<file path="config.mk">
export PLATFORM = sky130hd
export DESIGN_NAME = usb_phy_control_regs
export DESIGN_NICKNAME = d
export VERILOG_FILES = /design/src/hw/usb_phy_ctrl_pkg.sv /design/src/hw/linestate_filter.sv /design/src/hw/usb_phy_control_regs.sv
export SDC_FILE = /design/constraint.sdc
export NUM_CORES = 1
export LEC_CHECK = 0
export BUFFER_PORTS_ARGS = -buffer_cell sky130_fd_sc_hd__buf_4
export CAP_MARGIN = 20
export CORE_MARGIN = 2
export CORE_UTILIZATION = 50
export CTS_CLUSTER_DIAMETER = 80
export CTS_CLUSTER_SIZE = 8
export DETAILED_ROUTE_END_ITERATION = 7
export PLACE_DENSITY = 0.76
export SYNTH_ARGS = -nofsm -noshare
export SYNTH_HDL_FRONTEND = slang
export SYNTH_SLANG_ARGS = --single-unit
</file>
<file path="constraint.sdc">
create_clock -name hclk -period 3.1 [get_ports hclk]
set_clock_uncertainty 0.2 [all_clocks]
set_input_delay 0.62 -clock hclk [delete_from_list [all_inputs] [get_ports hclk]]
set_output_delay 0.62 -clock hclk [all_outputs]
set_load 0.05 [all_outputs]
</file>
<file path="src/hw/usb_phy_ctrl_pkg.sv">
package usb_phy_ctrl_pkg;
  localparam logic [7:0] OFS_OTG_FLAG_MASK = 8'h38;
  localparam logic [7:0] OFS_POWER_SIGNAL_WORD = 8'h3C;
  localparam logic [7:0] OFS_PHY_CONTROL = 8'h40;
  localparam logic [31:0] RST_OTG_FLAG_MASK = 32'h0000_0000;
  localparam logic [8:0] RST_POWER_SIGNAL_WORD = 9'h000;
  localparam logic [31:0] RST_PHY_CONTROL = 32'h0000_0000;
  localparam int PWR_DATA_LSB = 0;
  localparam int PWR_DATA_W = 8;
  localparam int PWR_VALID_BIT = 8;
  localparam int PHY_CONF_LSB = 4;
  localparam int PHY_CONF_W = 3;
  localparam int PHY_SUSP_EN_BIT = 7;
  localparam int PHY_FILT_LSB = 8;
  localparam int PHY_FILT_W = 4;
  localparam int PHY_RESUME_K_BIT = 12;
  localparam int PHY_RESUME_SE0_BIT = 13;
  localparam int PHY_PULLDOWN_DIS_BIT = 18;
  localparam logic [31:0] PHY_CONTROL_RW_MASK = 32'h0004_3FF0;
  localparam logic [31:0] POWER_RW_MASK = 32'h0000_01FF;
  localparam logic [1:0] HTRANS_NONSEQ = 2'h2;
  localparam logic [2:0] HSIZE_WORD = 3'h2;
  localparam logic [1:0] LS_J = 2'h1;
  localparam logic [1:0] LS_K = 2'h2;
  localparam logic [1:0] LS_SE0 = 2'h0;
  localparam logic [15:0] FILT_RST_COUNT = 16'h0000;
  typedef enum logic [2:0] {
    SUSP_IDLE = 3'b001,
    SUSP_ASLEEP = 3'b010,
    SUSP_WAKE = 3'b100
  } susp_state_t;
endpackage : usb_phy_ctrl_pkg
</file>
<file path="src/hw/linestate_filter.sv">
`timescale 1ns/1ps
module linestate_filter
  import usb_phy_ctrl_pkg::*;
#(
  parameter int FILT_W = 4
) (
  input wire logic hclk,
  input wire logic hresetn,
  input wire logic [1:0] ls_in,
  input wire logic [FILT_W-1:0] filt_log2,
  output logic [1:0] ls_out
);
  initial begin
    if (FILT_W < 1 || FILT_W > 4) $error("FILT_W must be 1..4");
  end
  logic [1:0] cand_reg;
  logic [15:0] cnt_reg;
  logic [15:0] cnt_next;
  logic [15:0] limit;
  wire changed = ls_in != cand_reg;
  // A new value must stand 2**filt cycles before it is passed on
  assign limit = 16'h0001 << filt_log2;
  // Run length saturates so a long idle line never wraps back below the limit
  assign cnt_next = changed ? 16'h0001 :
    (cnt_reg == 16'hFFFF ? cnt_reg : cnt_reg + 16'h0001);
  always_ff @(posedge hclk or negedge hresetn) begin
    if (!hresetn) begin
      cand_reg <= LS_J;
      cnt_reg <= FILT_RST_COUNT;
      ls_out <= LS_J;
    end else begin
      cand_reg <= ls_in;
      cnt_reg <= cnt_next;
      if (cnt_next >= limit) ls_out <= ls_in;
    end
  end
endmodule : linestate_filter

</file>
<file path="src/hw/usb_phy_control_regs.sv">
`timescale 1ns/1ps
// Summary of operation
// - Word at 0x38 is a full 32-bit read/write mask, reset zero.
// - Word at 0x3C holds 8-bit data and a valid bit above it.
// - Bit 18 of phy control disables pulldowns on both 8-bit ports.
// - Auto-resume on SE0 sets bit 13; software writes zero to clear.
// - Auto-resume on K sets bit 12; software writes zero to clear.
// - Linestate changes are delayed by 2**filter + 1 clock cycles.
// - Bit 7 lets the suspend controller resume; else software polls.
// - Field 6:4 drives the three transceiver config inputs.
module usb_phy_control_regs
  import usb_phy_ctrl_pkg::*;
(
  input wire logic hclk,
  input wire logic hresetn,
  input wire logic hsel,
  input wire logic [7:0] haddr,
  input wire logic [1:0] htrans,
  input wire logic hwrite,
  input wire logic [2:0] hsize,
  input wire logic [31:0] hwdata,
  input wire logic hready,
  output logic [31:0] hrdata,
  output logic hreadyout,
  output logic hresp,
  input wire logic [1:0] linestate_raw,
  input wire logic suspend_req,
  output logic [1:0] linestate_filt,
  output logic resume_active,
  output logic suspended,
  output logic pulldown_dis_port_a,
  output logic pulldown_dis_port_b,
  output logic [2:0] transceiver_config_inputs
);
  logic [31:0] otg_flag_mask_reg;
  logic [8:0] power_signal_word_reg;
  logic [31:0] phy_control_reg;
  logic [31:0] phy_control_next;
  logic wr_pend_reg;
  logic [7:0] wr_addr_reg;
  susp_state_t state_reg;
  susp_state_t state_next;
  logic [1:0] ls_f;
  logic set_k;
  logic set_se0;
  wire addr_ok = hsel && hready && htrans == HTRANS_NONSEQ;
  wire wr_otg = wr_pend_reg && wr_addr_reg == OFS_OTG_FLAG_MASK;
  wire wr_pwr = wr_pend_reg && wr_addr_reg == OFS_POWER_SIGNAL_WORD;
  wire wr_phy = wr_pend_reg && wr_addr_reg == OFS_PHY_CONTROL;
  // Forward a write in its data phase so a back-to-back read sees it
  wire [31:0] otg_fwd = wr_otg ? hwdata : otg_flag_mask_reg;
  wire [8:0] pwr_fwd = wr_pwr ? hwdata[8:0] : power_signal_word_reg;
  wire [31:0] rd_mux =
    haddr == OFS_OTG_FLAG_MASK ? otg_fwd :
    haddr == OFS_POWER_SIGNAL_WORD ? {23'h000000, pwr_fwd} :
    haddr == OFS_PHY_CONTROL ? phy_control_next : 32'h0000_0000;
  wire susp_en = phy_control_reg[PHY_SUSP_EN_BIT];
  linestate_filter #(.FILT_W(PHY_FILT_W)) u_filt (
    .hclk(hclk),
    .hresetn(hresetn),
    .ls_in(linestate_raw),
    .filt_log2(phy_control_reg[PHY_FILT_LSB +: PHY_FILT_W]),
    .ls_out(ls_f)
  );
  // Suspend controller only wakes the link when software enabled it
  always_comb begin
    state_next = state_reg;
    set_k = 1'b0;
    set_se0 = 1'b0;
    case (state_reg)
      SUSP_IDLE: begin
        if (suspend_req && susp_en) state_next = SUSP_ASLEEP;
      end
      SUSP_ASLEEP: begin
        if (!susp_en) begin
          state_next = SUSP_IDLE;
        end else if (ls_f == LS_K) begin
          state_next = SUSP_WAKE;
          set_k = 1'b1;
        end else if (ls_f == LS_SE0) begin
          state_next = SUSP_WAKE;
          set_se0 = 1'b1;
        end
      end
      SUSP_WAKE: begin
        if (ls_f == LS_J || !suspend_req) state_next = SUSP_IDLE;
      end
      default: state_next = SUSP_IDLE;
    endcase
  end
  // Hardware set beats a software clear in the same cycle
  always_comb begin
    phy_control_next = phy_control_reg;
    if (wr_phy) phy_control_next = hwdata & PHY_CONTROL_RW_MASK;
    if (set_k) phy_control_next[PHY_RESUME_K_BIT] = 1'b1;
    if (set_se0) phy_control_next[PHY_RESUME_SE0_BIT] = 1'b1;
  end
  always_ff @(posedge hclk or negedge hresetn) begin
    if (!hresetn) begin
      wr_pend_reg <= 1'b0;
      wr_addr_reg <= 8'h00;
      hrdata <= 32'h0000_0000;
    end else begin
      wr_pend_reg <= addr_ok && hwrite && hsize == HSIZE_WORD;
      wr_addr_reg <= haddr;
      if (addr_ok && !hwrite) hrdata <= rd_mux;
    end
  end
  always_ff @(posedge hclk or negedge hresetn) begin
    if (!hresetn) begin
      otg_flag_mask_reg <= RST_OTG_FLAG_MASK;
      power_signal_word_reg <= RST_POWER_SIGNAL_WORD;
      phy_control_reg <= RST_PHY_CONTROL;
      state_reg <= SUSP_IDLE;
    end else begin
      if (wr_otg) otg_flag_mask_reg <= hwdata;
      if (wr_pwr) power_signal_word_reg <= hwdata[8:0];
      phy_control_reg <= phy_control_next;
      state_reg <= state_next;
    end
  end
  always_ff @(posedge hclk or negedge hresetn) begin
    if (!hresetn) begin
      hreadyout <= 1'b1;
      hresp <= 1'b0;
      linestate_filt <= LS_J;
      resume_active <= 1'b0;
      suspended <= 1'b0;
      pulldown_dis_port_a <= 1'b0;
      pulldown_dis_port_b <= 1'b0;
      transceiver_config_inputs <= 3'h0;
    end else begin
      hreadyout <= 1'b1;
      hresp <= 1'b0;
      linestate_filt <= ls_f;
      resume_active <= state_next == SUSP_WAKE;
      suspended <= state_next == SUSP_ASLEEP;
      pulldown_dis_port_a <= phy_control_next[PHY_PULLDOWN_DIS_BIT];
      pulldown_dis_port_b <= phy_control_next[PHY_PULLDOWN_DIS_BIT];
      transceiver_config_inputs <=
        phy_control_next[PHY_CONF_LSB +: PHY_CONF_W];
    end
  end
endmodule : usb_phy_control_regs

</file>
==> flow_summary.json, run 1 <==
{
  "num_vias": 4654,
  "finalCriticalPeriod_ns": 3.21,
  "finalCritPeriodShare": 1.03,
  "worstPathRequired_ns": 3.19,
  "status": "complete, but fails checks",
  "max_freq_mhz": 312,
  "grt.total_usage": 0.236,
  "critPathMaxFanout": 5,
  "root_buffer": "clkbuf_16",
  "floorplan.initialDensity": 0.517,
  "r2r_start": "u_filt.cnt_reg[5]",
  "dr.pass1.iters": 4,
  "areaGrowthSynthToFinish_pct": 30.1,
  "synthTopCellsByArea": "dfrtp_1 (55%), mux2_2 (7.0%), ha_1 (3.4%)",
  "dp_hpwl_um": 10200,
  "synth_top_area_frac": 0.546,
  "worstSkewPairLatency_ns": 0.41,
  "routedWlPerCell_um": 18.0,
  "die_w_um": 116,
  "die-area_mm2": 0.0135,
  "synthDistinctLibCells": 56,
  "n_antenna_cell": 0,
  "synthCells": 536,
  "relSlewSlack": 0.491,
  "drt_iter0_drc": 283,
  "setup_viol": 2,
  "port_buffers": 93,
  "dp.cells": 798,
  "nNetsFinal": 729,
  "seq_power_share": 0.419,
  "gp_congestion": 0.855,
  "rows": 40,
  "hold_ws_ns": 0.132,
  "vias_per_cell": 5.54,
  "combPwrFrac": 0.086,
  "wl_um": 15100,
  "p_leak_nw": 3.92,
  "grt_first_pass_wirelength_um": 24500,
  "path_clk_slew_ns": 0.07,
  "ioPinCount": 96,
  "drive_gt1_frac": 0.366,
  "synthFlopType": "dfrtp_1",
  "regArea_mm2": 0.00353,
  "pwr-share-clk": 0.495,
  "fin_cells": 840,
  "core_area_mm2": 0.0122,
  "cts_sinks": 141,
  "ir_worst_vdd_mv": 0.382,
  "cts_tree": "done",
  "grt_pass1_vias": 4945,
  "yosysSeqAreaShare": 0.562,
  "cts.path.max_buffers": 2,
  "yosys_warnings": 0,
  "worstMarginPinSlew_ns": 0.763,
  "overflow": 0,
  "intPower_mw": 3.57,
  "n_fill_cell": 887,
  "fin_ws_ns": -0.105,
  "postRouteAntennaNets": 0,
  "cts_buffers": 17,
  "min_path_type": "input pin to flop",
  "switching_power_mw": 1.05,
  "crit_type": "flop to flop",
  "dp_slack_ns": -0.191,
  "slew_viol_final": 0,
  "critical_path_arrival_ns": 3.29,
  "ys_ff_latch": 141,
  "cp-startpoint": "u_filt.cnt_reg[5]",
  "antenna_found_initial": 0,
  "startpoint_type": "flop",
  "grt_start_max_net_pins": 72,
  "hold_viol": 0,
  "synth_area_mm2": 0.00628,
  "violations": "setup timing",
  "rsz0062_at_grt": "yes",
  "synth_nets": 606,
  "p_sw_frac": 0.227,
  "cap_viol_max_count": 0,
  "htree_levels": 4,
  "power_density_mw_per_mm2": 566,
  "p_total_mw": 4.62,
  "utilization": 0.672,
  "multi_input_area_mm2": 0.00264,
  "synth_edf_count": 0,
  "synth_area_leader_cell": "dfrtp_1",
  "drc": 0,
  "die_height_um": 116,
  "cp-end-kind": "flop",
  "async_flop_share": 1.00,
  "avgSynthCellArea_um2": 11.7,
  "hold_start": "haddr[5]"
}
## what timing repair did
item | in CTS | in global routing
hold buffers | 1 | 0
resized for setup | 10 | 3
endpoints found under the hold margin | 43 | 0
setup endpoints to repair | 2 | 2
buffers inserted | 6 | 3
pin swaps | 8 | 6
## path summary, 6_finish.rpt
kind / cells after the start / endpoint / slack [ns]
min: 1 / wr_addr_reg[5] / 0.13
max in group asynchronous: 3 / u_filt.cnt_reg[3] / 1.46
min reg2reg: 0 / linestate_filt[0] / 0.21
max: 11 / u_filt.ls_out[1] / -0.11
min in group asynchronous: 2 / phy_control_reg[14] / 0.50
max reg2reg: 11 / u_filt.ls_out[1] / -0.11
## cells by family (layout without fill, tap and decap cells)
kind of cell	after synthesis	in the layout	share of synthesized area
compound gates	103	103	0.119
simple gates	159	159	0.135
buf+inv	48	184	0.0341
mux	55	55	0.0994
xor+xnor	11	11	0.0153
fa+ha+maj	17	17	0.0339
other cells	2	2	0.00120
flops	141	141	0.562
## worst max-delay path: stages (launching register included)
cell and delay [ns]:
dfrtp_1 0.37, and4_4 0.25, nand4_1 0.16, nor3_4 0.32
a21oi_2 0.09, a311oi_2 0.29, ha_1 0.30, nand4_1 0.21
inv_1 0.08, a2111o_1 0.38, a21oi_2 0.16, mux2_4 0.31
## layout by cell type (no fill, tap or decap), drive strengths merged, types with 3 or more instances in the layout
cell type,Yosys,routed
clkinv,0,3
dfrtp,137,137
nor2b,30,30
nor4,3,3
xnor2,10,10
nand2b,6,6
o2bb2ai,4,4
nand2,46,46
nand3,15,15
nor3,10,10
mux2,44,44
a31o,11,11
a211o,3,3
o22a,9,9
nand4,7,7
mux2i,11,11
nor3b,3,3
bufinv,0,6
ha,17,17
a32oi,17,17
dfstp,4,4
nor2,22,22
buf,12,137
inv,14,17
a22o,4,4
o21ai,23,23
o211ai,4,4
clkbuf,22,19
a21oi,16,16
## final cells by class
type | count | share of cell area
tap | 168 | 0.0257
inverter | 14 | 0.00643
clock inverter | 13 | 0.0289
sequential | 141 | 0.432
clock buffer | 19 | 0.0530
multi-input combinational | 347 | 0.323
timing repair buffer | 138 | 0.131
## power groups by stage
stage	Combinational [mW]	Sequential, mW	Clock (mW)
floorplan	0.0960	2.07	0
global placement	0.391	1.97	0
detailed placement	0.398	1.97	0
CTS	0.402	1.94	2.32
global route	0.428	1.94	2.41
finish	0.399	1.94	2.29
## metrics by stage
stage	setup TNS [ns]	instance area, um2
floorplan	0	6310
detailed placement	-0.338	7370
CTS	-0.155	8140
global placement	-0.132	7370
finish	-0.205	8170
global route	-0.613	8170
## cell usage after synthesis (9+ instances only)
library cell / instances
nor2b_1: 30
dfrtp_1: 137
mux2_2: 39
nand2_1: 46
a21oi_1: 16
clkbuf_1: 22
xnor2_1: 10
ha_1: 17
inv_1: 14
o22a_1: 9
a31o_2: 11
nor2_1: 22
mux2i_1: 11
a32oi_1: 17
o21ai_0: 18
nand3_1: 15
## routing by layer
layer | global-route usage | share of wire | up-vias
met5 | 0 | 0 | -
met4 | 0.0905 | 0.017 | 0
met3 | 0.0436 | 0.044 | 20
met2 | 0.402 | 0.52 | 133
met1 | 0.304 | 0.42 | 2336
li1 | - | - | 2165
Power figures use the tool's default switching activity.
==> run 2: changes to the inputs <==
Settings changed: CORE_UTILIZATION 50 to 55, PLACE_DENSITY 0.76 to 0.8.
Clock period 3.1 ns to 3.7 ns, I/O delays scaled along.
==> run 2 against run 1 <==
Net effect:
- the run now ends clean
- clock-buffer cell count increased by 1
- critical path depth decreased by 1
- non-clock buffer count decreased by 31
- register-to-register slack improved by 0.26 ns
- via count increased by 0.77%
- routed wire length increased by 0.93%
- core utilization increased by 1.7 points
- hold slack got worse by 0.032 ns
- critical endpoint unchanged
- highest routed layer unchanged
==> flow_summary.json, run 2 (synthesis gave the netlist of run 1 again) <==
{
  "status": "finished, final reports clean",
  "drt_iter0_drc": 308,
  "utilization": 0.689,
  "layout_common_cells": "dfrtp_1 (137), buf_4 (106), nand2_1 (46), mux2_2 (39), nor2b_1 (30)",
  "core_area_mm2": 0.0113,
  "setup_viol": 0,
  "worstPathRequired_ns": 3.80,
  "cp-startpoint": "u_filt.cnt_reg[3]",
  "path_clk_slew_ns": 0.06,
  "vias_per_cell": 5.99,
  "p_leak_nw": 3.70,
  "overflow": 0,
  "p_sw_frac": 0.234,
  "dp_hpwl_um": 9960,
  "grt_util_met2": 0.417,
  "ioPinCount": 96,
  "relSlewSlack": 0.552,
  "n_fill_cell": 795,
  "cp-end-kind": "flop",
  "hold_viol": 0,
  "max_freq_mhz": 282,
  "cts.path.max_buffers": 2,
  "switching_power_uw": 869,
  "antenna_found_initial": 0,
  "grt_first_pass_wirelength_um": 24400,
  "die_height_um": 111,
  "gp_congestion": 0.926,
  "areaGrowthSynthToFinish_pct": 23.6,
  "cts_buffers": 17,
  "port_buffers": 93,
  "cts_tree": "done",
  "busiest_layer": "met2",
  "rr_endpoint": "u_filt.ls_out[1]",
  "finalCritPeriodShare": 0.958,
  "postRouteAntennaNets": 0,
  "floorplan.initialDensity": 0.557,
  "cts_sinks": 141,
  "tns_ns": 0,
  "root_buffer": "clkbuf_16",
  "num_vias": 4690,
  "n_antenna_cell": 0,
  "die-area_mm2": 0.0123,
  "critical_path_arrival_ns": 3.65,
  "drc": 0,
  "intPower_mw": 2.85,
  "combPwrFrac": 0.086,
  "wl_um": 15200,
  "regToRegSetupSlack_ns": 0.16,
  "p_total_mw": 3.72,
  "cap_viol_max_count": 0,
  "die_w_um": 111,
  "finalCriticalPeriod_ns": 3.54,
  "nNetsFinal": 698,
  "dr.pass1.iters": 5,
  "worstSkewPairLatency_ns": 0.42,
  "grt.total_usage": 0.252,
  "worstMarginPinSlew_ns": 0.665,
  "routedWlPerCell_um": 19.4,
  "slew_viol_final": 0,
  "ir_worst_vdd_mv": 0.258,
  "r2r_start": "u_filt.cnt_reg[3]",
  "grt_pass1_vias": 4912,
  "final_common_cell": "dfrtp_1",
  "rows": 39,
  "grtUsageMet3": 0.0590,
  "grt_start_max_net_pins": 73,
  "htree_levels": 4,
  "use_met1": 0.316,
  "reg2reg_depth": 10,
  "crit_type": "flop to flop",
  "pwr-share-clk": 0.477,
  "startpoint_type": "flop",
  "min_path_type": "input pin to async pin",
  "drive_gt1_frac": 0.322,
  "power_density_mw_per_mm2": 479,
  "postCtsHoldBufs": 0,
  "critPathMaxFanout": 6,
  "seq_power_share": 0.437
}
## run 2: cell types whose count changed in the layout (fill, tap and decap cells not counted), moves of 2 or more
cell	before	now
buf_4	134	106
buf_12	2	0
a21oi_1	13	15
a21oi_2	3	1
clkinv_2	1	3
a311oi_2	2	0
bufinv_16	6	4
and4_4	2	0
inv_6	3	0
a311oi_1	0	2
## run 2: final cells by class
cell class | instances | area, um2 | share of cell area
inverter | 14 | 52.6 | 0.00677
timing repair buffer | 107 | 807 | 0.104
clock buffer | 20 | 447 | 0.0575
tap | 143 | 179 | 0.0230
clock inverter | 11 | 168 | 0.0216
multi-input combinational | 347 | 2580 | 0.332
sequential | 141 | 3530 | 0.455
## run 2: per-stage QoR
step / area, um2 / hold slack (ns) / worst slack (ns) / std cells
after detailed placement: 7130 / 0.193 / 0.179 / 752
after global placement: 7130 / 0.187 / 0.323 / 752
after floorplan: 6280 / 0.170 / 0.317 / 536
after global routing: 7760 / 0.168 / -0.131 / 783
final: 7760 / 0.100 / 0.155 / 783
after CTS: 7740 / 0.146 / 0.173 / 783
## run 2: how the worst max path moves through the flow
stage / to / slack [ns] / cells after the start
4_1_cts: u_filt.ls_out[1] / 0.17 / 11
3_3_place_gp: u_filt.ls_out[1] / 0.32 / 11
2_1_floorplan: u_filt.ls_out[1] / 0.32 / 12
5_1_grt: u_filt.ls_out[1] / -0.13 / 10
6_report: u_filt.ls_out[1] / 0.16 / 10
3_5_place_dp: u_filt.ls_out[1] / 0.18 / 10
## run 2: power groups by stage
stage / logic (mW) / registers [mW] / clock network, mW
2_1_floorplan: 0.0776 / 1.73 / 0
6_report: 0.318 / 1.62 / 1.77
5_1_grt: 0.339 / 1.63 / 1.86
3_3_place_gp: 0.311 / 1.65 / 0
4_1_cts: 0.320 / 1.62 / 1.79
3_5_place_dp: 0.319 / 1.65 / 0
## run 2: repair_timing
| item | CTS | global route |
|---|---|---|
| setup endpoints to repair | 0 | 2 |
| resized for setup | 0 | 7 |
| buffers inserted | 0 | 0 |
## run 2: critical path, cell delays in order (launching register included)
cell	delay, ns
dfrtp_1	0.44
and4_2	0.33
and4_1	0.22
nand4_1	0.22
a2111oi_2	0.45
nor3_1	0.12
ha_1	0.31
nand4_1	0.14
a2111oi_0	0.55
a21oi_2	0.15
mux2_2	0.29
## run 2: routing by layer
layer	share of wire	wire, um
met1	0.41	6250
met2	0.51	7710
met3	0.050	756
met4	0.033	502
met5	0	0
==> run 3: changes to the inputs <==
Settings changed: CORE_ASPECT_RATIO set to 1.5.
==> run 3 against run 2 <==
Net effect:
- die area is 0.15% higher
- power increased by 3.9%
- critical path depth grew 1
- flip-flop and latch count is the same
- cell count up 0.38%
- highest routed layer unchanged
- routed wire length shrank 2.6%
- clock-buffer cell count fell by 1
- worst setup slack improved by 0.073 ns
- maximum frequency is 2.1% higher
- core utilization up 1.2 points
==> flow_summary.json, run 3 (synthesis gave the netlist of run 1 again) <==
{
  "port_buffers": 93,
  "min_path_type": "flop to flop",
  "grtUsageMet3": 0.0742,
  "n_antenna_cell": 0,
  "grt_first_pass_wirelength_um": 24700,
  "grt_start_max_net_pins": 112,
  "power_density_mw_per_mm2": 496,
  "path_cells": "and4_1, and4_1, nand4_1, xor2_1, a21oi_1, ha_1, a211oi_1, nor2_1, a2111o_1, a21oi_1, mux2_2",
  "wl_um": 14800,
  "drt_iter0_drc": 302,
  "cap_viol_max_count": 0,
  "path_clk_slew_ns": 0.06,
  "critPathMaxFanout": 6,
  "gp_congestion": 0.830,
  "p_leak_nw": 3.71,
  "final_common_cell": "dfrtp_1",
  "areaGrowthSynthToFinish_pct": 24.0,
  "cts_tree": "done",
  "setup_viol": 0,
  "fin_ws_ns": 0.228,
  "drive_gt1_frac": 0.315,
  "fin_cells": 786,
  "vias_per_cell": 5.83,
  "root_buffer": "clkbuf_16",
  "postRouteAntennaNets": 0,
  "floorplan.initialDensity": 0.565,
  "crit_type": "flop to flop",
  "multi_input_area_mm2": 0.00256,
  "rsz0062_at_grt": "no",
  "regToRegSetupSlack_ns": 0.23,
  "p_total_mw": 3.86,
  "grt.total_usage": 0.258,
  "n_fill_cell": 755,
  "cp_num_buf_inv": 0,
  "worstPathRequired_ns": 3.81,
  "grt_pass1_vias": 5023,
  "rows": 47,
  "status": "finished, final reports clean",
  "cts_buffers": 17,
  "finalCritPeriodShare": 0.938,
  "max_freq_mhz": 288,
  "nNetsFinal": 696,
  "ir_worst_vdd_mv": 0.372,
  "slowest_stage": "dfrtp_1",
  "placed_cell_area_mm2": 0.00712,
  "hold_viol": 0,
  "critPathTopFamily": "compound AO/OA/AOI/OAI gates",
  "cts.path.max_buffers": 2,
  "dp.cells": 754,
  "startpoint_type": "flop",
  "grt_util_met2": 0.466,
  "overflow": 0,
  "dp_hpwl_um": 9700,
  "finalCriticalPeriod_ns": 3.47,
  "die_w_um": 91.3,
  "postCtsSetupBuffers": 0,
  "dp_slack_ns": 0.212,
  "die_height_um": 135,
  "core_area_mm2": 0.0111,
  "drc": 0,
  "antenna_found_initial": 0,
  "tns_ns": 0,
  "num_vias": 4584,
  "worstMarginPinSlew_ns": 0.976,
  "regArea_mm2": 0.00353,
  "relSlewSlack": 0.350,
  "final_cell_area_mm2": 0.00779,
  "ioPinCount": 96,
  "worstSkewPairLatency_ns": 0.42,
  "use_met1": 0.289,
  "dr.pass1.iters": 5,
  "cp-end-kind": "flop",
  "slew_viol_final": 0,
  "max_stage_delay_ns": 0.43,
  "cts_sinks": 141,
  "layout_common_cells": "dfrtp_1 (137), buf_4 (104), nand2_1 (46), mux2_2 (39), nor2b_1 (30)",
  "critical_path_arrival_ns": 3.58,
  "die-area_mm2": 0.0123,
  "busiest_layer": "met2",
  "routedWlPerCell_um": 18.9,
  "htree_levels": 4
}
-- run 3: layer usage --
metal  vias to the layer above  routed length, um
li1                       2116                  -
met1                      2320               5600
met2                       118               8170
met3                        30                676
met4                         0                379
met5                         -                  0
-- run 3: power breakdown --
group / leakage (nW) / switching, mW / internal (mW)
Sequential: 1.88 / 0.0289 / 1.59
Combinational: 1.52 / 0.201 / 0.117
Clock: 0.314 / 0.654 / 1.27
Total: 3.71 / 0.884 / 2.98
-- run 3: final cells by class --
cell class                      instances  area share
Timing Repair Buffer                  105       0.102
Clock inverter                         13      0.0305
Clock buffer                           19      0.0556
Sequential cell                       141       0.453
Inverter                               14     0.00674
Multi-Input combinational cell        347       0.329
Tap cell                              147      0.0236
-- run 3: per-stage QoR --
step	utilization	hold slack [ns]
6_report	0.701	0.200
5_1_grt	0.701	0.209
4_1_cts	0.701	0.198
3_5_place_dp	0.640	0.189
3_3_place_gp	0.640	0.187
2_1_floorplan	-	0.170
-- run 3: worst paths after layout --
check                                  start                     to  depth (start not counted)
min                         u_filt.ls_out[0]      linestate_filt[0]                          0
max in group asynchronous            hresetn         wr_addr_reg[5]                          2
max reg2reg                u_filt.cnt_reg[3]       u_filt.ls_out[1]                         11
min in group asynchronous            hresetn  otg_flag_mask_reg[15]                          1
max                        u_filt.cnt_reg[3]       u_filt.ls_out[1]                         11
min reg2reg                 u_filt.ls_out[0]      linestate_filt[0]                          0
-- run 3: what timing repair did --
item                                    in CTS  in global routing
endpoints found under the hold margin        0                  0
hold buffers                                 0                  0
resized for setup                            0                  2
endpoints found under the setup margin       0                  2
-- run 3: worst register-to-register path, stage by stage (launching register included) --
cell and delay, ns:
dfrtp_1 0.43, and4_1 0.35, and4_1 0.25, nand4_1 0.18, xor2_1 0.20, a21oi_1 0.22
ha_1 0.28, a211oi_1 0.24, nor2_1 0.08, a2111o_1 0.38, a21oi_1 0.21, mux2_2 0.36
